File: config.mk
export PLATFORM = sky130hd
export DESIGN_NAME = fault_status_flags
export DESIGN_NICKNAME = d
export VERILOG_FILES = /design/src/include/fault_status_pkg.sv /design/src/rtl/fault_status_flags.sv
export VERILOG_INCLUDE_DIRS = /design/src /design/src/include
export SDC_FILE = /design/constraint.sdc
export NUM_CORES = 1
export LEC_CHECK = 0
export ABC_AREA = 1
export BUFFER_PORTS_ARGS = -buffer_cell sky130_fd_sc_hd__buf_2
export CAP_MARGIN = 25
export CORE_MARGIN = 4
export CORE_UTILIZATION = 30
export CTS_CLUSTER_DIAMETER = 120
export DETAILED_ROUTE_END_ITERATION = 7
export PLACE_DENSITY = 0.63
export SYNTH_ARGS = -nofsm -noshare
export SYNTH_HDL_FRONTEND = slang
export SYNTH_SLANG_ARGS = --single-unit
File: constraint.sdc
create_clock -name sys_clk -period 5.4 [get_ports sys_clk]
set_input_delay 0.27 -clock sys_clk [delete_from_list [all_inputs] [get_ports sys_clk]]
set_output_delay 0.27 -clock sys_clk [all_outputs]
set_load 0.03 [all_outputs]
File: src/include/fault_status_cfg.svh
/*
  Bit positions, widths and reset values of the sticky bus and memory fault flags.
  Assumes inclusion by its bare name from the package and the design file.
*/
`ifndef FAULT_STATUS_CFG_SVH
`define FAULT_STATUS_CFG_SVH

`define FS_WORD_W        11
`define FS_ADDR_W        32
`define FS_PRIO_W        8

`define FS_BIT_IMPRECISE 10
`define FS_BIT_PRECISE   9
`define FS_BIT_FETCH     8
`define FS_BIT_MMAVALID  7
`define FS_RSVD_HI       6
`define FS_RSVD_LO       5
`define FS_BIT_STACKING  4

`define FS_FLAG_CNT      5
`define FS_FLAG_RESET    5'h00
`define FS_WORD_RESET    11'h000
`define FS_ADDR_RESET    32'h0000_0000
`define FS_RSVD_VALUE    2'h0

`endif

File: src/include/fault_status_pkg.sv
/*
  Types shared by the fault status flag logic and its bench.
  Assumes fault_status_cfg.svh is on the include path.
*/
`include "fault_status_cfg.svh"

package fault_status_pkg;

  // fault events reported by the core, all one-cycle pulses
  typedef struct packed {
    logic imprecise_data;
    logic precise_data;
    logic prefetch_err;
    logic issue_attempt;
    logic prefetch_discard;
    logic mem_data_violation;
    logic stacking_violation;
  } fault_evt_t;

  // status word as software sees it, bits 10 down to 4
  typedef struct packed {
    logic       imprecise_data_err;
    logic       precise_data_err;
    logic       fetch_bus_err;
    logic       mem_fault_addr_valid;
    logic [1:0] reserved;
    logic       stacking_access_violation;
  } status_t;

  typedef enum logic [1:0] {
    BF_IDLE    = 2'b00,
    BF_PENDING = 2'b01,
    BF_ACTIVE  = 2'b10
  } bus_fault_state_t;

endpackage : fault_status_pkg

File: src/rtl/fault_status_flags.sv
/*
  Sticky bus and memory management fault flags with write-one-to-clear,
  fault address capture control and pending imprecise bus fault sequencing.
  Assumes event pulses and the software write strobe are synchronous to
  sys_clk; priorities follow the lower-number-is-higher rule.
*/
// Contract
// - flags stick until software writes one
// - imprecise fault waits for lower running priority
// - precise and imprecise flags may coexist
// - precise error sets bit 9, captures address
// - fetch error flagged only on issue
// - imprecise or fetch error never loads address
// - bit 7 marks memory fault address valid
// - bits 6:5 reserved, read zero
// - stacking violation sets bit 4
// - stacking violation never loads memory address
// - imprecise flag for unrelated return address
`timescale 1ns/100ps
`include "fault_status_cfg.svh"

module fault_status_flags (
  // clock and reset
  input  wire logic                             sys_clk,
  input  wire logic                             reset,
  // fault events from the core
  input  wire fault_status_pkg::fault_evt_t     fault_evt,
  input  wire logic [`FS_ADDR_W-1:0]            precise_addr,
  input  wire logic [`FS_ADDR_W-1:0]            mem_fault_addr_in,
  input  wire logic [`FS_ADDR_W-1:0]            faulting_pc,
  input  wire logic [`FS_ADDR_W-1:0]            current_pc,
  // priority context
  input  wire logic [`FS_PRIO_W-1:0]            running_prio,
  input  wire logic [`FS_PRIO_W-1:0]            bus_fault_prio,
  input  wire logic                             bus_handler_exit,
  // software access
  input  wire logic                             sw_write,
  input  wire logic                             sw_privileged,
  input  wire logic [`FS_WORD_W-1:0]            sw_wdata,
  // status out
  output fault_status_pkg::status_t             status,
  output logic      [`FS_WORD_W-1:0]            status_word,
  output logic                                  combined_fault,
  // address capture
  output logic      [`FS_ADDR_W-1:0]            bus_fault_address,
  output logic                                  bus_fault_address_load,
  output logic      [`FS_ADDR_W-1:0]            mem_fault_address,
  output logic      [`FS_ADDR_W-1:0]            stacked_return_pc,
  // bus fault sequencing
  output logic                                  bus_fault_pending,
  output logic                                  bus_fault_activate
);
  import fault_status_pkg::*;

  localparam int FLAG_IMP = 4;
  localparam int FLAG_PRE = 3;
  localparam int FLAG_FET = 2;
  localparam int FLAG_MMV = 1;
  localparam int FLAG_STK = 0;

  logic [`FS_FLAG_CNT-1:0] flag_q;
  logic [`FS_FLAG_CNT-1:0] flag_set;
  logic [`FS_FLAG_CNT-1:0] flag_clr;
  logic                    fetch_poison_q;
  logic                    fetch_issue_err;
  logic                    sw_clear_ok;
  logic                    prio_allows;
  bus_fault_state_t        bf_state_q;
  bus_fault_state_t        bf_state_d;

  // unprivileged writes are dropped silently
  assign sw_clear_ok = sw_write & sw_privileged;

  // prefetch error is only remembered; a flush makes it moot
  always_ff @(posedge sys_clk or posedge reset)
  begin
    if (reset)
      fetch_poison_q <= 1'b0;
    else if (fault_evt.prefetch_discard)
      fetch_poison_q <= fault_evt.prefetch_err;
    else if (fault_evt.prefetch_err)
      fetch_poison_q <= 1'b1;
    else if (fault_evt.issue_attempt)
      fetch_poison_q <= 1'b0;
  end

  // a faulting prefetch counts once the core tries to issue it
  assign fetch_issue_err = fault_evt.issue_attempt & fetch_poison_q
                           & ~fault_evt.prefetch_discard;

  // hardware set sources, one per sticky flag
  always_comb
  begin
    flag_set           = '0;
    flag_set[FLAG_IMP] = fault_evt.imprecise_data;
    flag_set[FLAG_PRE] = fault_evt.precise_data;
    flag_set[FLAG_FET] = fetch_issue_err;
    flag_set[FLAG_MMV] = fault_evt.mem_data_violation;
    flag_set[FLAG_STK] = fault_evt.stacking_violation;
  end

  // write-one-to-clear positions mapped onto the flag vector
  always_comb
  begin
    flag_clr           = '0;
    flag_clr[FLAG_IMP] = sw_clear_ok & sw_wdata[`FS_BIT_IMPRECISE];
    flag_clr[FLAG_PRE] = sw_clear_ok & sw_wdata[`FS_BIT_PRECISE];
    flag_clr[FLAG_FET] = sw_clear_ok & sw_wdata[`FS_BIT_FETCH];
    flag_clr[FLAG_MMV] = sw_clear_ok & sw_wdata[`FS_BIT_MMAVALID];
    flag_clr[FLAG_STK] = sw_clear_ok & sw_wdata[`FS_BIT_STACKING];
  end

  // each flag independent, so a precise fault never wipes the imprecise one
  for (genvar i = 0; i < `FS_FLAG_CNT; i++)
  begin : g_flag
    always_ff @(posedge sys_clk or posedge reset)
    begin
      if (reset)
        flag_q[i] <= 1'b0;
      else if (flag_set[i])
        flag_q[i] <= 1'b1;
      else if (flag_clr[i])
        flag_q[i] <= 1'b0;
    end
  end

  // status registered again from the flag flops merged with this cycle's set terms
  always_ff @(posedge sys_clk or posedge reset)
  begin
    if (reset)
    begin
      status      <= '0;
      status_word <= `FS_WORD_RESET;
    end
    else
    begin
      status.imprecise_data_err        <= flag_q[FLAG_IMP] | flag_set[FLAG_IMP];
      status.precise_data_err          <= flag_q[FLAG_PRE] | flag_set[FLAG_PRE];
      status.fetch_bus_err             <= flag_q[FLAG_FET] | flag_set[FLAG_FET];
      status.mem_fault_addr_valid      <= flag_q[FLAG_MMV] | flag_set[FLAG_MMV];
      status.reserved                  <= `FS_RSVD_VALUE;
      status.stacking_access_violation <= flag_q[FLAG_STK] | flag_set[FLAG_STK];
      status_word                      <= `FS_WORD_RESET;
      status_word[`FS_BIT_IMPRECISE]   <= (flag_q[FLAG_IMP] & ~flag_clr[FLAG_IMP])
                                          | flag_set[FLAG_IMP];
      status_word[`FS_BIT_PRECISE]     <= (flag_q[FLAG_PRE] & ~flag_clr[FLAG_PRE])
                                          | flag_set[FLAG_PRE];
      status_word[`FS_BIT_FETCH]       <= (flag_q[FLAG_FET] & ~flag_clr[FLAG_FET])
                                          | flag_set[FLAG_FET];
      status_word[`FS_BIT_MMAVALID]    <= (flag_q[FLAG_MMV] & ~flag_clr[FLAG_MMV])
                                          | flag_set[FLAG_MMV];
      status_word[`FS_RSVD_HI:`FS_RSVD_LO] <= `FS_RSVD_VALUE;
      status_word[`FS_BIT_STACKING]    <= (flag_q[FLAG_STK] & ~flag_clr[FLAG_STK])
                                          | flag_set[FLAG_STK];
    end
  end

  // struct view shows sticky state plus this cycle's sets but ignores its clears, word view shows state after this cycle
  // imprecise and a precise class flag both up: handler sees a double fault
  always_ff @(posedge sys_clk or posedge reset)
  begin
    if (reset)
      combined_fault <= 1'b0;
    else
      combined_fault <= (flag_q[FLAG_IMP] | flag_set[FLAG_IMP])
                        & (flag_q[FLAG_PRE] | flag_set[FLAG_PRE]
                           | flag_q[FLAG_FET] | flag_set[FLAG_FET]);
  end

  // bus fault address only ever taken from a precise data error
  always_ff @(posedge sys_clk or posedge reset)
  begin
    if (reset)
    begin
      bus_fault_address      <= `FS_ADDR_RESET;
      bus_fault_address_load <= 1'b0;
    end
    else
    begin
      bus_fault_address_load <= fault_evt.precise_data;
      if (fault_evt.precise_data)
        bus_fault_address <= precise_addr;
    end
  end

  // stacking violations leave the memory fault address untouched
  always_ff @(posedge sys_clk or posedge reset)
  begin
    if (reset)
      mem_fault_address <= `FS_ADDR_RESET;
    else if (fault_evt.mem_data_violation)
      mem_fault_address <= mem_fault_addr_in;
  end

  // precise errors stack the faulting pc; imprecise ones whatever was running
  always_ff @(posedge sys_clk or posedge reset)
  begin
    if (reset)
      stacked_return_pc <= `FS_ADDR_RESET;
    else if (fault_evt.precise_data)
      stacked_return_pc <= faulting_pc;
    else if (fault_evt.imprecise_data)
      stacked_return_pc <= current_pc;
  end

  // lower number is higher priority; equal priority must also wait
  assign prio_allows = running_prio > bus_fault_prio;

  always_comb
  begin
    bf_state_d = bf_state_q;
    case (bf_state_q)
      BF_IDLE:
      begin
        if (fault_evt.imprecise_data)
          bf_state_d = prio_allows ? BF_ACTIVE : BF_PENDING;
      end
      BF_PENDING:
      begin
        if (prio_allows)
          bf_state_d = BF_ACTIVE;
      end
      BF_ACTIVE:
      begin
        if (bus_handler_exit)
          bf_state_d = BF_IDLE;
      end
      default:
        bf_state_d = BF_IDLE;
    endcase
  end

  always_ff @(posedge sys_clk or posedge reset)
  begin
    if (reset)
      bf_state_q <= BF_IDLE;
    else
      bf_state_q <= bf_state_d;
  end

  // a second imprecise error while pending merges into the same fault
  always_ff @(posedge sys_clk or posedge reset)
  begin
    if (reset)
    begin
      bus_fault_pending  <= 1'b0;
      bus_fault_activate <= 1'b0;
    end
    else
    begin
      bus_fault_pending  <= (bf_state_d == BF_PENDING);
      bus_fault_activate <= (bf_state_d == BF_ACTIVE) && (bf_state_q != BF_ACTIVE);
    end
  end

endmodule : fault_status_flags

# Word-level counts from Yosys, hierarchy flattened
# Index checks and enable logic that the tools add are counted.
[classes]
order_cmp = 1
n_eq_ne = 5
n_mux = 20
bitwise_logic = 32
n_reduce_logical = 9
[op_table]
columns = ["cell", "n"]
rows = [
  ["two-way mux 32 bit", 2],
  ["AND 1 bit", 14],
  ["two-way mux 1 bit", 13],
  ["OR 1 bit", 12],
  ["nonzero test 2 bit", 6],
  ["> comparator 8 bit", 1],
  ["two-way mux 2 bit", 4],
  ["NOT 1 bit", 6],
  ["one-hot mux 2 bit (3 select lines)", 1],
  ["equality test 2 x 1 -> 1 bit, second input constant", 2],
  ["equality test 2 bit, second input constant", 2],
  ["nonzero test 3 bit", 1],
  ["logical NOT 2 bit", 1],
  ["inequality test 2 bit, second input constant", 1],
  ["logical AND 1 bit", 1],
]
[word_totals]
reg_bits = 118
output_inout_bits = 118

# Longest topological paths before layout
[logic_depth]
word_depth = 6
depth_mapped = 11

# Worst setup path before layout
# No wires, ideal clock.
[synth_path]
path_type = "input port to flip-flop"
start = "in bus_fault_prio[7]"
end = "reg bf_state_q[1]"
setup_ps = 121
t_arrival_ps = 1039
t_required_ps = 5279
setup_slack_ps = 4240
path_stages = 7
path_buffers = 0
cell_sequence = "inv_1 -> ha_1 -> nand2_1 -> nor2_1 -> nand4_1 -> nand3_2 -> a21oi_1"
[synth_between]
elab_chain_len = 4
word_cells_on_any_way = 5
[synth_lines]
columns = ["element", "line", "source"]
rows = [
  ["from (decl)", "fault_status_flags.sv:34", "input wire logic [`FS_PRIO_W-1:0] bus_fault_prio,"],
  ["> comparator 8 bit (*)", "fault_status_flags.sv:207", "assign prio_allows = running_prio > bus_fault_prio;"],
  ["two-way mux 2 bit", "fault_status_flags.sv:216", "bf_state_d = prio_allows ? BF_ACTIVE : BF_PENDING;"],
  ["two-way mux 2 bit", "fault_status_flags.sv:215", "if (fault_evt.imprecise_data)"],
  ["one-hot mux 2 bit (3 select lines) (*)", "fault_status_flags.sv:212", "case (bf_state_q)"],
  ["named net bf_state_d[1]", "fault_status_flags.sv:69", "bus_fault_state_t bf_state_d;"],
  ["to (signal assigned)", "fault_status_flags.sv:238", "bf_state_q <= bf_state_d;"],
  ["to (decl)", "fault_status_flags.sv:68", "bus_fault_state_t bf_state_q;"],
]
# Mark *: on every way through the listed nets, which the timed path passes. The rest lies on a longest branch.
# A chain may end at the register's enable or synchronous reset.

==> results.json <==
{
  "insertion_delay_ps": 410,
  "core_mm2": 0.01606,
  "antenna_found_initial": 0,
  "area_growth_pct": 43.39,
  "syn_area_mm2": 0.004954,
  "p_leak_nw": 3.970,
  "critPathKind": "primary input to asynchronous set/reset pin",
  "syn_inst": 558,
  "ys_ff_latch": 118,
  "layout.nets": 995,
  "finalCritPeriodShare_pct": 33.79,
  "cts_tree": "yes",
  "rows": 46,
  "drv_slew": 0,
  "hp-start": "fault_evt[3]",
  "grt-ovfl-total": 0,
  "startpoint_type": "primary input",
  "fp.dieArea_mm2": 0.01863,
  "hp-class": "primary input to flip-flop",
  "ios": 285,
  "postCtsResizedCells": 0,
  "fmax_mhz": 548.1,
  "powerDensity_mw_per_mm2": 394.3,
  "cts_root_buffer": "clkbuf_16",
  "grt_pass1_vias": 4354,
  "syn_area_per_cell_um2": 8.877,
  "final-hold-violation-count": 0,
  "drt_iter0_drc": 163,
  "ant_nets": 0,
  "cts.reportedPaths.clkPinSlew_ps": 60,
  "wire_per_inst_um": 14.26,
  "synth-edff-count": 0,
  "rsz0062_at_grt": "no",
  "seqCellArea_mm2": 0.002953,
  "crit_arrival_ps": 2230,
  "synthArstFlopShare_pct": 100.0,
  "globalplace.congestion": 0.8000,
  "yosys_warnings": 0,
  "routed_wl_um": 14960,
  "worst_pin_slew_ps": 982.6,
  "startpoint": "reset",
  "cp.required_ps": 5810,
  "grt_usage_pct": 15.61,
  "status": "finished clean",
  "dr_total_vias": 4618,
  "synth_cell_type_count": 22,
  "cts_made_buffers": 17,
  "multiInputGateArea_mm2": 0.001695,
  "die_w_um": 136.5,
  "period_minus_slack_ps": 1824,
  "relSlewSlack_pct": 34.42,
  "final_cell_mix": "270 x buf_2, 242 x nand2_1, 118 x dfrtp_1",
  "htreeDepth": 4,
  "clock_skew_ps": 4.620,
  "final_util_pct": 44.23,
  "drt-pass1-iter-count": 4,
  "synth_flop_cell": "dfrtp_1",
  "initial_core_util_pct": 30.85,
  "crit_fanout": 70,
  "drv_cap": 0,
  "r2r_start": "bf_state_q[0]",
  "stdcell_count": 1049,
  "dp.cells": 1016,
  "dp_hpwl_um": 10660,
  "clock_sinks": 118,
  "cts_max_path_buffers": 2,
  "drive_above_1_share_pct": 37.58,
  "setup_viol_count_final": 0,
  "ir_drop_mv": 0.2005,
  "grt_max_degree": 71,
  "fillers": 1591,
  "post_cts_buffers": 0,
  "tns_ps": 0,
  "grt_pass1_wl_um": 22580,
  "io_buffer_count": 270,
  "die_height_um": 136.5,
  "cp-end-kind": "asynchronous set/reset pin",
  "seq_area_frac_synth_pct": 59.61,
  "drc": 0,
  "viasPerCell": 4.402,
  "layout_commonest_cell": "buf_2",
  "n_antenna_cell": 0
}
[cell families after synthesis]
kind of cell | count (synthesis) | share of synthesized area, %
other cells | 1 | 0.07570
flops | 118 | 59.61
buf+inv | 65 | 6.694
compound gates | 18 | 2.450
simple gates | 348 | 29.15
fa+ha+maj | 8 | 2.021
[flip-flops by register name (all words and copies together), names as in the netlist]
signal	cells
mem_fault_address	32
bf_state_q	2
bus_fault_pending	1
flag_q	5
fetch_poison_q	1
status	5
bus_fault_address_load	1
bus_fault_activate	1
stacked_return_pc	32
status_word	5
bus_fault_address	32
combined_fault	1
[stage by stage]
step / instance area [um^2] / worst slack (ps) / hold WS [ps] / total power, mW
after floorplan: 4980 / 2001 / 301.4 / 1.323
after global placement: 6400 / 3463 / 401.3 / 1.491
after detailed placement: 6400 / 3498 / 398.0 / 1.498
after CTS: 7103 / 3474 / 32.33 / 2.845
after global routing: 7103 / 3236 / 35.70 / 2.929
final: 7103 / 3576 / 55.21 / 2.801
[cells in the mapped netlist (2+ instances only)]
master | count | share of area (%)
ha_1 | 8 | 2.0
nand3_1 | 97 | 9.8
buf_2 | 19 | 1.9
o21a_1 | 4 | 0.61
buf_4 | 17 | 2.6
a41oi_1 | 4 | 0.71
a21oi_1 | 5 | 0.51
clkbuf_1 | 3 | 0.23
dfrtp_1 | 118 | 60
inv_2 | 2 | 0.15
nor2_1 | 4 | 0.30
or2_2 | 3 | 0.38
nand2_1 | 242 | 18
inv_1 | 24 | 1.8
[timing repair]
action,CTS,global route
hold buffers,1,0
setup endpoints to repair,0,0
hold endpoints to repair,48,0
[layout make-up]
class | count | area share [%]
clock buffers | 19 | 6.377
multi-input cells | 382 | 23.87
repair buffers | 275 | 19.59
flip-flops and latches | 118 | 41.57
clock inverters | 13 | 3.382
inverters | 26 | 1.409
well taps | 216 | 3.805
[metal layers]
layer / vias up / routed length, um / part of all wire, % / GRT usage (%)
met2: 209 / 7163 / 48 / 26.07
met3: 11 / 1583 / 11 / 6.544
met4: 0 / 145 / 0.97 / 4.535
li1: 2287 / - / - / -
met1: 2111 / 6069 / 41 / 18.39
met5: - / 0 / 0 / 0
[power by group]
part	internal [mW]	switching (mW)	leakage, nW	total, mW
logic	0.145	0.327	2.24	0.472
registers	0.967	0.0383	1.40	1.00
clock network	0.898	0.426	0.335	1.32
total	2.01	0.791	3.97	2.80
[final timing paths]
path | end | slack [ps] | depth (start not counted)
max | stacked_return_pc[8] | 3580 | 4
min | fetch_poison_q | 60 | 2
max reg2reg | bf_state_q[1] | 4450 | 4
min reg2reg | bus_fault_address[24] | 460 | 2
max in group sys_clk | stacked_return_pc[2] | 3930 | 5
min in group asynchronous | mem_fault_address[4] | 480 | 3
[worst max-delay path: stages]
cell           delay, ps
dlygate4sd3_1        530
buf_2                130
inv_4                420
buf_4                800
Note: power is estimated with default switching activity, not from simulation.
